===== config.mk =====
export PLATFORM = sky130hd
export DESIGN_NAME = ttc_top
export DESIGN_NICKNAME = d
export VERILOG_FILES = /design/src/ttc_sync.v /design/src/ttc_dec.v /design/src/ttc_top.v
export VERILOG_INCLUDE_DIRS = /design/src /design/src/src
export SDC_FILE = /design/constraint.sdc
export NUM_CORES = 1
export LEC_CHECK = 0
export ABC_AREA = 1
export BUFFER_PORTS_ARGS = -buffer_cell sky130_fd_sc_hd__buf_2
export CORE_UTILIZATION = 40
export CTS_CLUSTER_DIAMETER = 120
export DETAILED_ROUTE_END_ITERATION = 7
export GPL_TIMING_DRIVEN = 0
export SLEW_MARGIN = 10
export SYNTH_ARGS = -nofsm -noshare
export SYNTH_HDL_FRONTEND = slang
export SYNTH_SLANG_ARGS = --single-unit

===== constraint.sdc =====
create_clock -name mclk -period 5.5 [get_ports mclk]
set_clock_uncertainty 0.05 [all_clocks]
set_input_delay 0.275 -clock mclk [delete_from_list [all_inputs] [get_ports mclk]]
set_output_delay 0.275 -clock mclk [all_outputs]
set_load 0.1 [all_outputs]

===== src/ttc_defs.vh =====
// Constants for the three channel interval timer
`ifndef TTC_DEFS_VH
`define TTC_DEFS_VH
`define TTC_SEL_HI    7
`define TTC_SEL_LO    6
`define TTC_ACC_HI    5
`define TTC_ACC_LO    4
`define TTC_MODE_HI   3
`define TTC_MODE_LO   1
`define TTC_BCD_BIT   0
`define TTC_ADDR_CW   2'h3
`define TTC_SEL_BAD   2'h3
`define TTC_ACC_LATCH 2'h0
`define TTC_ACC_LSB   2'h1
`define TTC_ACC_MSB   2'h2
`define TTC_ACC_BOTH  2'h3
`define TTC_MODE0     3'h0
`define TTC_MODE1     3'h1
`define TTC_MODE2     3'h2
`define TTC_MODE3     3'h3
`define TTC_MODE4     3'h4
`define TTC_MODE5     3'h5
`define TTC_CNT_ZERO  16'h0000
`define TTC_CNT_ONE   16'h0001
`define TTC_CNT_TWO   16'h0002
`define TTC_BCD_MAX   16'h9999
`define TTC_BIN_FULL  17'h10000
`define TTC_BCD_FULL  17'h02710
`define TTC_PH_ZERO   17'h00000
`define TTC_PH_ONE    17'h00001
`define TTC_BYTE_ZERO 8'h00
`define TTC_NIB_ZERO  4'h0
`define TTC_NIB_NINE  4'h9
`endif


===== src/ttc_sync.v =====
// Two flip-flop synchroniser for pin inputs
`timescale 1ns/10ps
`default_nettype none
module ttc_sync #(
  parameter             W       = 1,
  parameter [W-1:0]     RST_VAL = {W{1'b0}}
) (
  input  wire         mclk,
  input  wire         rst_b,
  input  wire [W-1:0] pin_in,
  output reg  [W-1:0] sync_out
);
  reg [W-1:0] meta_q;

  always @(posedge mclk or negedge rst_b) begin
    if (!rst_b) begin
      meta_q   <= RST_VAL;
      sync_out <= RST_VAL;
    end else begin
      meta_q   <= pin_in;
      sync_out <= meta_q;
    end
  end
endmodule // ttc_sync
`default_nettype wire


===== src/ttc_dec.v =====
// Binary or BCD decrement and binary value of a loaded count
`timescale 1ns/10ps
`default_nettype none
`include "ttc_defs.vh"
module ttc_dec (
  input  wire [15:0] value,
  input  wire        bcd,
  output reg  [15:0] dec,
  output reg  [16:0] bin
);
  integer k;
  reg     borrow;

  // Weighted digit value; zero count stands for a full wrap
  function [16:0] digit_w;
    input [3:0]  d;
    input [16:0] w;
    begin
      digit_w = d * w;
    end
  endfunction

  always @* begin
    dec    = value;
    borrow = 1'b1;
    bin    = `TTC_PH_ZERO;
    if (bcd) begin
      for (k = 0; k < 4; k = k + 1) begin
        if (borrow) begin
          if (value[k*4 +: 4] == `TTC_NIB_ZERO) begin
            dec[k*4 +: 4] = `TTC_NIB_NINE;
          end else begin
            dec[k*4 +: 4] = value[k*4 +: 4] - 4'h1;
            borrow        = 1'b0;
          end
        end
      end
      bin = digit_w(value[15:12], 17'h003E8) + digit_w(value[11:8], 17'h00064)
          + digit_w(value[7:4], 17'h0000A) + digit_w(value[3:0], 17'h00001);
      if (value == `TTC_CNT_ZERO) begin
        bin = `TTC_BCD_FULL;
      end
    end else begin
      dec = value - `TTC_CNT_ONE;
      bin = (value == `TTC_CNT_ZERO) ? `TTC_BIN_FULL : {1'b0, value};
    end
  end
endmodule // ttc_dec
`default_nettype wire


===== src/ttc_top.v =====
// Three channel interval timer with parallel processor port
`timescale 1ns/10ps
`default_nettype none
`include "ttc_defs.vh"
// Behaviour
// - Address 11 write goes to control word
// - Bits 7:6 counter select; bit0 BCD
// - Bits 5:4 latch, LSB, MSB or both
// - Bits 3:1 mode, bit3 ignored modes 2,3
// - Counter events on counter clock falling edge
// - Mode 0 output low, high at terminal
// - Mode 0 reload halts, restarts after second
// - Mode 0 gate low suspends counting
// - Mode 1 trigger drives low until terminal
// - Mode 1 new count waits next trigger
// - Mode 1 retrigger restarts full count
// - Mode 2 divides, one clock low pulse
// - Mode 2 reload applies next period
// - Mode 2 gate low forces output high
// - Mode 3 square wave, odd high longer
// - Mode 3 reload used after next transition
// - Mode 3 gate low holds high, restart
// - Mode 4 high, count, one clock strobe
// - Mode 4 loading holds high, stops count
// - Mode 4 gate low resets full count
// - Mode 5 counts after load and trigger
// - Mode 5 retrigger restarts count sequence
// - Three independent sixteen bit down counters
// - Addresses 0 to 2 reach counters
// - Chip select high ignores bus, floats
module ttc_top (
  input  wire       mclk,
  input  wire       rst_b,
  input  wire       cs_b,
  input  wire       rd_b,
  input  wire       wr_b,
  input  wire       port_select_hi,
  input  wire       port_select_lo,
  input  wire [7:0] data_in,
  output reg  [7:0] data_out,
  output reg        data_oe_b,
  input  wire [2:0] cnt_clk,
  input  wire [2:0] cnt_gate,
  output reg  [2:0] cnt_out
);
  localparam NCH = 3;

  // Every pin except rst_b crosses two flip-flops before any logic reads it
  wire [2:0] strobe_s;
  wire [9:0] bus_s;
  wire [2:0] clk_s;
  wire [2:0] gate_s;

  ttc_sync #(.W(3), .RST_VAL(3'h7)) u_sync_strobe (
    .mclk     (mclk),
    .rst_b    (rst_b),
    .pin_in   ({cs_b, rd_b, wr_b}),
    .sync_out (strobe_s)
  );

  ttc_sync #(.W(16), .RST_VAL(16'h0000)) u_sync_misc (
    .mclk     (mclk),
    .rst_b    (rst_b),
    .pin_in   ({port_select_hi, port_select_lo, data_in, cnt_clk, cnt_gate}),
    .sync_out ({bus_s, clk_s, gate_s})
  );

  wire       cs_s   = ~strobe_s[2];
  wire       rd_s   = ~strobe_s[1];
  wire       wr_s   = ~strobe_s[0];
  wire [1:0] addr_s = bus_s[9:8];
  wire [7:0] din_s  = bus_s[7:0];

  // Per-channel state
  reg [2:0]  mode_q   [0:NCH-1];
  reg [1:0]  acc_q    [0:NCH-1];
  reg        bcd_q    [0:NCH-1];
  reg [15:0] cr_q     [0:NCH-1];
  reg [7:0]  cr_lo_q  [0:NCH-1];
  reg [15:0] ce_q     [0:NCH-1];
  reg [15:0] ol_q     [0:NCH-1];
  reg [16:0] ph_q     [0:NCH-1];
  reg [NCH-1:0] latched_q;
  reg [NCH-1:0] wptr_q;
  reg [NCH-1:0] rptr_q;
  reg [NCH-1:0] armed_q;
  reg [NCH-1:0] load_q;
  reg [NCH-1:0] halt_q;
  reg [NCH-1:0] crv_q;
  reg [NCH-1:0] trig_q;
  reg [NCH-1:0] clk_prev_q;
  reg [NCH-1:0] gate_prev_q;

  // Bus capture
  reg        wr_prev_q;
  reg        rd_prev_q;
  reg        wcap_v_q;
  reg [1:0]  wcap_a_q;
  reg [7:0]  wcap_d_q;
  reg        rcap_v_q;
  reg [1:0]  rcap_a_q;

  wire [47:0] dec_w;
  wire [50:0] bin_w;
  wire [50:0] hi_w;
  wire [50:0] lo_w;
  wire [47:0] ce_flat;
  wire [47:0] cr_flat;
  wire [2:0]  bcd_flat;

  genvar g;
  generate
    for (g = 0; g < NCH; g = g + 1) begin : g_ch
      assign ce_flat[g*16 +: 16] = ce_q[g];
      assign cr_flat[g*16 +: 16] = cr_q[g];
      assign bcd_flat[g]         = bcd_q[g];
      ttc_dec u_dec (
        .value (ce_flat[g*16 +: 16]),
        .bcd   (bcd_flat[g]),
        .dec   (dec_w[g*16 +: 16]),
        .bin   ()
      );
      ttc_dec u_bin (
        .value (cr_flat[g*16 +: 16]),
        .bcd   (bcd_flat[g]),
        .dec   (),
        .bin   (bin_w[g*17 +: 17])
      );
      // Odd counts give the extra clock to the high half
      assign lo_w[g*17 +: 17] = {1'b0, bin_w[g*17+1 +: 16]};
      assign hi_w[g*17 +: 17] = bin_w[g*17 +: 17] - lo_w[g*17 +: 17];
    end
  endgenerate

  // Mode field with bit 3 ignored for modes 2 and 3
  function [2:0] mode_of;
    input [2:0] m;
    begin
      if (m[1]) begin
        mode_of = {1'b0, m[1:0]};
      end else begin
        mode_of = m;
      end
    end
  endfunction

  // Byte presented on a read for the access order and pointer
  function [7:0] byte_of;
    input [15:0] v;
    input [1:0]  acc;
    input        ptr;
    begin
      if (acc == `TTC_ACC_MSB || (acc == `TTC_ACC_BOTH && ptr)) begin
        byte_of = v[15:8];
      end else begin
        byte_of = v[7:0];
      end
    end
  endfunction

  wire wr_done = wr_prev_q & ~wr_s & wcap_v_q;
  wire rd_done = rd_prev_q & ~rd_s & rcap_v_q;
  wire rd_act  = cs_s & rd_s & (addr_s != `TTC_ADDR_CW);
  wire [1:0] cw_sel = wcap_d_q[`TTC_SEL_HI:`TTC_SEL_LO];
  wire [1:0] cw_acc = wcap_d_q[`TTC_ACC_HI:`TTC_ACC_LO];

  integer i;
  integer j;
  wire [2:0] cf_v  = clk_prev_q & ~clk_s;
  wire [2:0] trg_v = trig_q | (~gate_prev_q & gate_s);

  always @(posedge mclk or negedge rst_b) begin
    if (!rst_b) begin
      for (i = 0; i < NCH; i = i + 1) begin
        mode_q[i]  <= `TTC_MODE0;
        acc_q[i]   <= `TTC_ACC_BOTH;
        bcd_q[i]   <= 1'b0;
        cr_q[i]    <= `TTC_CNT_ZERO;
        cr_lo_q[i] <= `TTC_BYTE_ZERO;
        ce_q[i]    <= `TTC_CNT_ZERO;
        ol_q[i]    <= `TTC_CNT_ZERO;
        ph_q[i]    <= `TTC_PH_ZERO;
      end
      latched_q   <= 3'h0;
      wptr_q      <= 3'h0;
      rptr_q      <= 3'h0;
      armed_q     <= 3'h0;
      load_q      <= 3'h0;
      halt_q      <= 3'h0;
      crv_q       <= 3'h0;
      trig_q      <= 3'h0;
      clk_prev_q  <= 3'h0;
      gate_prev_q <= 3'h0;
      cnt_out     <= 3'h0;
    end else begin
      clk_prev_q  <= clk_s;
      gate_prev_q <= gate_s;
      for (i = 0; i < NCH; i = i + 1) begin
        trig_q[i] <= cf_v[i] ? 1'b0 : trg_v[i];
        if (cf_v[i]) begin
          case (mode_q[i])
            `TTC_MODE0: begin
              if (load_q[i]) begin
                ce_q[i]    <= cr_q[i];
                load_q[i]  <= 1'b0;
                armed_q[i] <= 1'b1;
              end else if (armed_q[i] && !halt_q[i] && gate_s[i]) begin
                ce_q[i] <= dec_w[i*16 +: 16];
                if (ce_q[i] == `TTC_CNT_ONE) begin
                  cnt_out[i] <= 1'b1;
                end
              end
            end
            `TTC_MODE1: begin
              if (trg_v[i] && crv_q[i]) begin
                ce_q[i]    <= cr_q[i];
                armed_q[i] <= 1'b1;
                cnt_out[i] <= 1'b0;
              end else if (armed_q[i]) begin
                ce_q[i] <= dec_w[i*16 +: 16];
                if (ce_q[i] == `TTC_CNT_ONE) begin
                  cnt_out[i] <= 1'b1;
                  armed_q[i] <= 1'b0;
                end
              end
            end
            `TTC_MODE2: begin
              if (!gate_s[i]) begin
                cnt_out[i] <= 1'b1;
                load_q[i]  <= crv_q[i];
              end else if (load_q[i]) begin
                ce_q[i]    <= cr_q[i];
                armed_q[i] <= 1'b1;
                load_q[i]  <= 1'b0;
                cnt_out[i] <= 1'b1;
              end else if (armed_q[i]) begin
                if (ce_q[i] == `TTC_CNT_TWO) begin
                  ce_q[i]    <= `TTC_CNT_ONE;
                  cnt_out[i] <= 1'b0;
                end else if (ce_q[i] == `TTC_CNT_ONE) begin
                  ce_q[i]    <= cr_q[i];
                  cnt_out[i] <= 1'b1;
                end else begin
                  ce_q[i] <= dec_w[i*16 +: 16];
                end
              end
            end
            `TTC_MODE3: begin
              if (!gate_s[i]) begin
                cnt_out[i] <= 1'b1;
                load_q[i]  <= crv_q[i];
              end else if (load_q[i]) begin
                ce_q[i]    <= cr_q[i];
                ph_q[i]    <= hi_w[i*17 +: 17];
                armed_q[i] <= 1'b1;
                load_q[i]  <= 1'b0;
                cnt_out[i] <= 1'b1;
              end else if (armed_q[i]) begin
                ce_q[i] <= dec_w[i*16 +: 16];
                ph_q[i] <= ph_q[i] - `TTC_PH_ONE;
                if (ph_q[i] == `TTC_PH_ONE) begin
                  if (cnt_out[i] && lo_w[i*17 +: 17] != `TTC_PH_ZERO) begin
                    cnt_out[i] <= 1'b0;
                    ph_q[i]    <= lo_w[i*17 +: 17];
                  end else begin
                    cnt_out[i] <= 1'b1;
                    ce_q[i]    <= cr_q[i];
                    ph_q[i]    <= hi_w[i*17 +: 17];
                  end
                end
              end
            end
            `TTC_MODE4: begin
              cnt_out[i] <= 1'b1;
              if (halt_q[i]) begin
                cnt_out[i] <= 1'b1;
              end else if (!gate_s[i]) begin
                load_q[i]  <= crv_q[i];
                armed_q[i] <= 1'b0;
              end else if (load_q[i]) begin
                ce_q[i]    <= cr_q[i];
                armed_q[i] <= 1'b1;
                load_q[i]  <= 1'b0;
              end else if (armed_q[i]) begin
                ce_q[i] <= dec_w[i*16 +: 16];
                if (ce_q[i] == `TTC_CNT_ONE) begin
                  cnt_out[i] <= 1'b0;
                  armed_q[i] <= 1'b0;
                end
              end
            end
            default: begin
              cnt_out[i] <= 1'b1;
              if (trg_v[i] && crv_q[i]) begin
                ce_q[i]    <= cr_q[i];
                armed_q[i] <= 1'b1;
              end else if (armed_q[i]) begin
                ce_q[i] <= dec_w[i*16 +: 16];
                if (ce_q[i] == `TTC_CNT_ONE) begin
                  cnt_out[i] <= 1'b0;
                  armed_q[i] <= 1'b0;
                end
              end
            end
          endcase
        end

        // Bus writes override clock events in the same cycle
        if (wr_done && wcap_a_q == `TTC_ADDR_CW && cw_sel == i) begin
          if (cw_acc == `TTC_ACC_LATCH) begin
            if (!latched_q[i]) begin
              ol_q[i]      <= ce_q[i];
              latched_q[i] <= 1'b1;
            end
          end else begin
            mode_q[i]    <= mode_of(wcap_d_q[`TTC_MODE_HI:`TTC_MODE_LO]);
            acc_q[i]     <= cw_acc;
            bcd_q[i]     <= wcap_d_q[`TTC_BCD_BIT];
            wptr_q[i]    <= 1'b0;
            rptr_q[i]    <= 1'b0;
            latched_q[i] <= 1'b0;
            armed_q[i]   <= 1'b0;
            load_q[i]    <= 1'b0;
            halt_q[i]    <= 1'b0;
            crv_q[i]     <= 1'b0;
            // Mode 0 starts low, all others idle high
            cnt_out[i]   <= (mode_of(wcap_d_q[`TTC_MODE_HI:`TTC_MODE_LO])
                             != `TTC_MODE0);
          end
        end
        if (wr_done && wcap_a_q == i) begin
          if (acc_q[i] == `TTC_ACC_BOTH && !wptr_q[i]) begin
            cr_lo_q[i] <= wcap_d_q;
            wptr_q[i]  <= 1'b1;
            if (mode_q[i] == `TTC_MODE0 || mode_q[i] == `TTC_MODE4) begin
              halt_q[i] <= 1'b1;
            end
          end else begin
            wptr_q[i] <= 1'b0;
            halt_q[i] <= 1'b0;
            crv_q[i]  <= 1'b1;
            if (acc_q[i] == `TTC_ACC_LSB) begin
              cr_q[i] <= {`TTC_BYTE_ZERO, wcap_d_q};
            end else if (acc_q[i] == `TTC_ACC_MSB) begin
              cr_q[i] <= {wcap_d_q, `TTC_BYTE_ZERO};
            end else begin
              cr_q[i] <= {wcap_d_q, cr_lo_q[i]};
            end
            // One-shot and strobe on trigger keep the count for the
            // next trigger; mode 2 picks it up at period end, mode 3 at the next output transition
            if (mode_q[i] == `TTC_MODE0) begin
              load_q[i]  <= 1'b1;
              armed_q[i] <= 1'b0;
              cnt_out[i] <= 1'b0;
            end else if (mode_q[i] == `TTC_MODE4) begin
              load_q[i]  <= 1'b1;
              armed_q[i] <= 1'b0;
            end else if (mode_q[i] == `TTC_MODE2 ||
                         mode_q[i] == `TTC_MODE3) begin
              if (!armed_q[i]) begin
                load_q[i] <= 1'b1;
              end
            end
          end
        end
        if (rd_done && rcap_a_q == i) begin
          if (acc_q[i] == `TTC_ACC_BOTH) begin
            rptr_q[i] <= ~rptr_q[i];
          end
          if (acc_q[i] != `TTC_ACC_BOTH || rptr_q[i]) begin
            latched_q[i] <= 1'b0;
          end
        end
      end
    end
  end

  // Bus front end; nothing is taken while chip select is high
  always @(posedge mclk or negedge rst_b) begin
    if (!rst_b) begin
      wr_prev_q <= 1'b0;
      rd_prev_q <= 1'b0;
      wcap_v_q  <= 1'b0;
      wcap_a_q  <= 2'h0;
      wcap_d_q  <= `TTC_BYTE_ZERO;
      rcap_v_q  <= 1'b0;
      rcap_a_q  <= 2'h0;
      data_out  <= `TTC_BYTE_ZERO;
      data_oe_b <= 1'b1;
    end else begin
      wr_prev_q <= wr_s;
      rd_prev_q <= rd_s;
      if (wr_s && cs_s) begin
        wcap_v_q <= 1'b1;
        wcap_a_q <= addr_s;
        wcap_d_q <= din_s;
      end else if (!wr_s) begin
        wcap_v_q <= 1'b0;
      end
      if (rd_act) begin
        rcap_v_q <= 1'b1;
        rcap_a_q <= addr_s;
      end else if (!rd_s) begin
        rcap_v_q <= 1'b0;
      end
      data_oe_b <= ~rd_act;
      // Address 3 reads are a no-operation; bus stays floating
      // Byte taken once at strobe start and held, so a live count
      // cannot move under the host's sampling point
      if (!rd_act) begin
        data_out <= `TTC_BYTE_ZERO;
      end else if (data_oe_b) begin
        for (j = 0; j < NCH; j = j + 1) begin
          if (addr_s == j) begin
            data_out <= byte_of(latched_q[j] ? ol_q[j] : ce_q[j],
                                acc_q[j], rptr_q[j]);
          end
        end
      end
    end
  end
endmodule // ttc_top
`default_nettype wire


==> results.yml, run 1 <==
job:
  drv_cap: 0
grt:
  antenna_found_initial: 1
  grt_pass1_vias: 30950
  grt_max_degree: 114
  groute.usage.overall_pct: 28.10
  grt_pass1_wl_um: 179900
  grt_util_met1_pct: 40.68
  grt_overflow_total: 0
  top_usage_layer: "met2"
  grtUsageMet2_pct: 42.73
  grt_util_met3_pct: 4.775
worst_setup_path:
  crit_fanout: 4
  endpoint_kind: "register"
  slowest_stage: "fa_2"
  max_stage_delay_ps: 560
  start_kind: "register"
  regToRegStartpoint: "cr_flat[45]"
  crit_type: "register to register"
  cp_common_cell: "nand2_1"
  crit_arrival_ps: 6080
  startpoint: "cr_flat[45]"
  r2r_end: "ph_q[16]"
  r2r_slack_ps: -140
  crit_required_ps: 5940
  worstSetupEndpoint: "ph_q[16]"
  ff2ff_path_depth: 32
hold_path:
  worstHoldPathType: "primary input to async pin"
pwr:
  power_leakage_uw: 0.01851
  pwr_density_cell_mw_per_mm2: 508.6
  ir_drop_mv: 0.5666
final_layout:
  nNetsFinal: 5232
  antennaDiodeCount: 0
  fillers: 7843
  drive_above_1_share_pct: 18.58
  area_delta_synth_final_pct: 22.47
floorplanning:
  core_area_mm2: 0.07785
  die_w_um: 283.3
  num_rows: 102
  start_util_pct: 40.66
  fp.dieArea_mm2: 0.08026
  pin_count: 33
  fp.dieH_um: 283.3
drt:
  routed_via_density: 5.578
  wirelength_um: 117800
  dr.first_iter.drc_count: 3309
  ant_nets: 0
  vias: 33470
  drt_first_pass_iters: 7
  drc: 0
  wl_per_cell_um: 19.64
logic_synthesis:
  synth.distinct_cells: 77
  synthTopCellsByCount: "nand2_1 (1084), inv_1 (577), o21ai_0 (553)"
  ys_seq_area_share_pct: 26.38
  netlist.area_leader.share_pct: 25.30
  synth_area_leader_cell: "dfrtp_1"
  yosysWarnings: 0
  syn_inst: 4675
  synth-edff-count: 0
  synthArstFlopShare_pct: 100.0
  yosys-top-cells-area: "dfrtp_1 (25%), nand2_1 (13%), ha_1 (9.5%), o21ai_0 (8.7%), inv_1 (6.8%)"
  synthesis.area_per_instance_um2: 6.770
  synth_ff_type: "dfrtp_1"
  syn_nets: 4979
  synth.most_common_cell: "nand2_1"
  synth_seq_cells: 333
  synthesis.area_mm2: 0.03165
timing:
  finalHoldViolCount: 0
  final.setup.tns_ps: -1971
  setup_slack_ps: -141.1
  whs_ps: 105.6
  slew_viol_final: 0
  rsz0062_at_grt: "yes"
  slew_headroom_pct: 23.48
  period_needed_ps: 5641
  fmax_mhz: 177.3
  worst_pin_slew_ps: 1139
  setup_violations: 39
  fin_crit_sh_pct: 102.6
run_status:
  failed_checks: "setup timing"
  status: "complete, but fails checks"
clock_network:
  clk_pin_slew_worst_paths_ps: 60
  h-tree-depth: 2
  clkLatencyLatePin_ps: 600
  cts_num_sinks: 333
  cts_tree: "built"
  clock_path_buffers: 3
  cts_root_buffer: "clkbuf_16"
  numCtsBuffers: 41
placement:
  hpwl_um: 87020
  numPortBuffers: 32
  gp_routability_congestion: 0.9892
[worst min path at each step]
stage / from / end / slack (ps) / depth (start not counted)
5_1_grt: rst_b / ce_flat[46] / 130 / 2
2_1_floorplan: rst_b / armed_q[0] / -70 / 0
4_1_cts: rst_b / ce_flat[46] / 90 / 2
3_3_place_gp: u_sync_misc.meta_q[5] / u_sync_misc.sync_out[5] / 280 / 0
6_report: rst_b / ph_q[15] / 110 / 2
3_5_place_dp: rst_b / ph_q[14] / 110 / 1
[kinds of logic (layout without fill, tap and decap cells)]
logic type,after synthesis,count (layout),synth area share (%)
fa+ha+maj,283,283,12.18
buf+inv,771,1057,9.587
simple gates,2013,2013,28.02
compound gates,1150,1150,20.21
flops,333,333,26.38
xor+xnor,108,108,3.012
mux,17,17,0.6009
[cells in the final DEF (no fill, tap or decap), types with 13 or more instances in the layout]
master,Yosys,routed
nor3_2,8,15
xnor2_1,26,24
dfstp_2,13,13
ha_1,241,193
nor2_1,338,319
nand2_2,13,68
o21ai_1,56,96
ha_4,0,42
o22ai_1,41,35
dfrtp_1,320,304
o21ai_0,553,472
nor2_2,43,51
nor3_1,48,37
clkbuf_16,0,44
buf_2,37,65
a31oi_1,24,23
nor2_4,15,26
dlygate4sd3_1,0,20
or2_2,13,13
xor2_1,81,79
nand3_1,349,304
nand2_1,1084,1002
o21ai_4,0,15
fa_1,42,38
nand3_2,6,44
o21ai_2,6,32
inv_1,577,536
clkbuf_1,84,88
o211ai_1,48,48
nand4_1,49,49
buf_4,7,116
a21oi_2,2,46
a21oi_1,301,245
nand2_4,7,30
buf_6,7,33
dfrtp_2,0,16
inv_2,38,68
[layer usage]
layer	up-vias	share of wire [%]
met2	1273	44
met4	2	3.0
met5	-	0.010
li1	16070	-
met1	15910	45
met3	213	8.0
[worst max-delay path, delay by kind of cell, from the launching register on]
family	cells	cell delay, ps
adders and majority gates	6	2210
and+or+nand+nor	14	1350
buffers and inverters	6	600
DFF	1	500
xor gates and xnor gates	3	470
AOI/OAI and AO/OA	3	320
[power by group]
| part | internal (uW) | switching (uW) | total [uW] |
|---|---|---|---|
| logic | 5190 | 8160 | 13400 |
| registers | 2800 | 583 | 3380 |
| clock network | 1760 | 1220 | 2980 |
[cell type report]
type / instances / area [um2] / area share [%]
Multi-Input combinational cell: 3571 / 22540 / 58.14
Sequential cell: 333 / 8369 / 21.59
Inverter: 625 / 2409 / 6.214
Timing Repair Buffer: 210 / 1907 / 4.919
Tap cell: 1040 / 1301 / 3.357
Clock buffer: 51 / 1124 / 2.899
Buffer: 146 / 764.5 / 1.972
Clock inverter: 25 / 351.6 / 0.9070
[repair_timing]
item / 4_1_cts / 5_1_grt
endpoints found under the setup margin: 102 / 102
gates resized for setup: 226 / 448
endpoints found under the hold margin: 244 / 0
gates cloned: 1 / 3
hold buffers: 20 / 0
setup buffers: 95 / 58
pin swaps: 119 / 255
[registers in the layout, indices dropped and copies added, names as in the netlist, 6 cells and up]
| register | count |
|---|---|
| cr_lo_q | 24 |
| cr_flat | 48 |
| acc_q | 6 |
| u_sync_misc.meta_q | 16 |
| wcap_d_q | 8 |
| ph_q | 51 |
| data_out | 8 |
| ol_q | 48 |
| ce_flat | 48 |
| u_sync_misc.sync_out | 16 |
| mode_q | 9 |
[per-stage QoR]
step	setup slack (ps)	utilization, %	cells	total power [uW]	area (um2)
after global routing	-425.9	49.79	6001	21250	38760
after detailed placement	-1484	42.65	5750	13420	33200
after global placement	-2780	42.53	5747	13390	33110
final	-141.1	49.79	6001	19720	38760
after CTS	-103.1	46.98	5942	17850	36570
after floorplan	28.54	-	4675	10860	31650
Note: power is estimated with default switching activity, not from simulation.
==> run 2: changes to the inputs <==
- clock period: 5.5 -> 7.1 ns (I/O delays scaled with it)
==> run 2 against run 1 <==
Global-route usage is 0.66 points lower. Non-clock buffer count is 155 lower. Via count is 3.0% lower. Worst setup slack better by 550 ps. Clock power is 22% lower. Count of clock-buffer cells in the layout stayed put. Critical path type unchanged. Register-to-register slack better by 550 ps. Sequential power is 22% lower. Die area stayed put. The run now ends clean.
==> results.yml, run 2 (synthesized netlist as in run 1, its figures left out) <==
timing:
  setup_violations: 0
  setup_slack_ps: 413.6
  final.setup.tns_ps: 0
  rsz0062_at_grt: "no"
  fin_crit_sh_pct: 94.17
  finalHoldViolCount: 0
  slew_headroom_pct: 28.41
  slew_viol_final: 0
  fmax_mhz: 149.6
  worst_pin_slew_ps: 1066
  period_needed_ps: 6686
worst_setup_path:
  crit_arrival_ps: 7050
  critPathTopFamily: "adder cells"
  max_stage_delay_ps: 560
  cp_common_cell: "nand2_1"
  crit_fanout: 9
  endpoint_kind: "register"
  start_kind: "register"
  crit_required_ps: 7460
  critPathBufInv: 7
  crit_type: "register to register"
  slowest_stage: "o311ai_0"
drt:
  ant_nets: 0
  drt_first_pass_iters: 6
  vias: 32460
  routed_via_density: 5.552
  wl_per_cell_um: 19.30
  drc: 0
  wirelength_um: 112800
  dr.first_iter.drc_count: 3324
grt:
  grt_max_degree: 114
  groute.usage.overall_pct: 27.44
  grt_pass1_wl_um: 175600
  grt_util_met3_pct: 4.517
  grtUsageMet2_pct: 41.05
  grt_util_met1_pct: 40.38
  top_usage_layer: "met2"
  antenna_found_initial: 0
  grt_overflow_total: 0
  grt_pass1_vias: 30030
final_layout:
  mostFrequentLayoutCells: "nand2_1 (1084), inv_1 (577), o21ai_0 (553)"
  top_register: "ph_q"
  drive_above_1_share_pct: 7.636
  final_common_cell: "nand2_1"
  fillers: 8230
  largest_reg_flops: 51
  area_delta_synth_final_pct: 10.25
  fin_area_mm2: 0.03489
  antennaDiodeCount: 0
  nNetsFinal: 5077
placement:
  dp_slack_ps: 116.3
  gp_routability_congestion: 0.9892
  placed_area_mm2: 0.03320
  numPortBuffers: 32
  hpwl_um: 87020
pwr:
  fin_total_pwr_uw: 12870
  ir_drop_mv: 0.3579
  pwr_density_cell_mw_per_mm2: 368.8
  power_leakage_uw: 0.01742
floorplanning:
  die_w_um: 283.3
  fp.dieArea_mm2: 0.08026
  num_rows: 102
  core_area_mm2: 0.07785
  fp.dieH_um: 283.3
  start_util_pct: 40.66
  pin_count: 33
run_status:
  status: "completed"
job:
  drv_cap: 0
clock_network:
  cts_root_buffer: "clkbuf_16"
  cts_tree: "built"
  cts_setup_buffers: 0
  numCtsBuffers: 41
  cts_num_sinks: 333
  clk_pin_slew_worst_paths_ps: 60
  h-tree-depth: 2
  clock_path_buffers: 3
  clkLatencyLatePin_ps: 600
hold_path:
  worstHoldPathType: "primary input to async pin"
==> run 2: worst paths after layout <==
kind                                        from                 endpoint  slack (ps)  cells after the start
max in group asynchronous                  rst_b  u_sync_misc.sync_out[3]        5490                      4
hold reg to reg            u_sync_misc.meta_q[4]  u_sync_misc.sync_out[4]         290                      0
setup / recovery                     cr_flat[45]                  ph_q[4]         410                     34
setup reg to reg                     cr_flat[45]                  ph_q[4]         410                     34
hold / removal                             rst_b              ce_flat[46]         180                      2
min in group mclk          u_sync_misc.meta_q[4]  u_sync_misc.sync_out[4]         290                      0
==> run 2: what timing repair did <==
| action | in CTS | in global routing |
|---|---|---|
| resized for setup | 0 | 5 |
| hold buffers | 20 | 0 |
| endpoints found under the setup margin | 0 | 28 |
| endpoints found under the hold margin | 51 | 0 |
==> run 2: final cells by class <==
cell class                 instances  area [um2]  share of cell area [%]
tap                             1040        1301                   3.729
buffer                           146       679.4                   1.947
timing repair buffer              55       452.9                   1.298
multi-input combinational       3571       20280                   58.11
sequential                       333        8353                   23.94
inverter                         625        2355                   6.748
clock buffer                      51        1124                   3.220
clock inverter                    25       351.6                   1.008
==> run 2: where the power goes <==
part	total (uW)	leakage [uW]	internal (uW)	switching [uW]
combinational	7910	0.0124	2700	5210
sequential	2650	0.00429	2160	483
clock	2310	0.000725	1360	947
==> run 2: metrics by stage <==
step	cells	hold WS, ps	util (%)
finish	5846	184.7	44.82
global route	5846	211.2	44.82
CTS	5846	172.4	44.80
detailed placement	5750	187.5	42.65
global placement	5747	281.4	42.53
floorplan	4675	9.409	-
==> run 2: worst register-to-register path: cells and delay by family (launching register included) <==
family          cells  cell delay, ps
fa+ha+maj           8            2490
simple gates       15            1830
compound gates      3             870
buf+inv             7             590
flops               1             540
xor+xnor            1             140
==> run 2: routing by layer <==
metal / routed length [um] / vias up
met5: 0 / -
met4: 3038 / 0
met3: 9599 / 171
met2: 47940 / 1233
met1: 52240 / 15290
li1: - / 15770
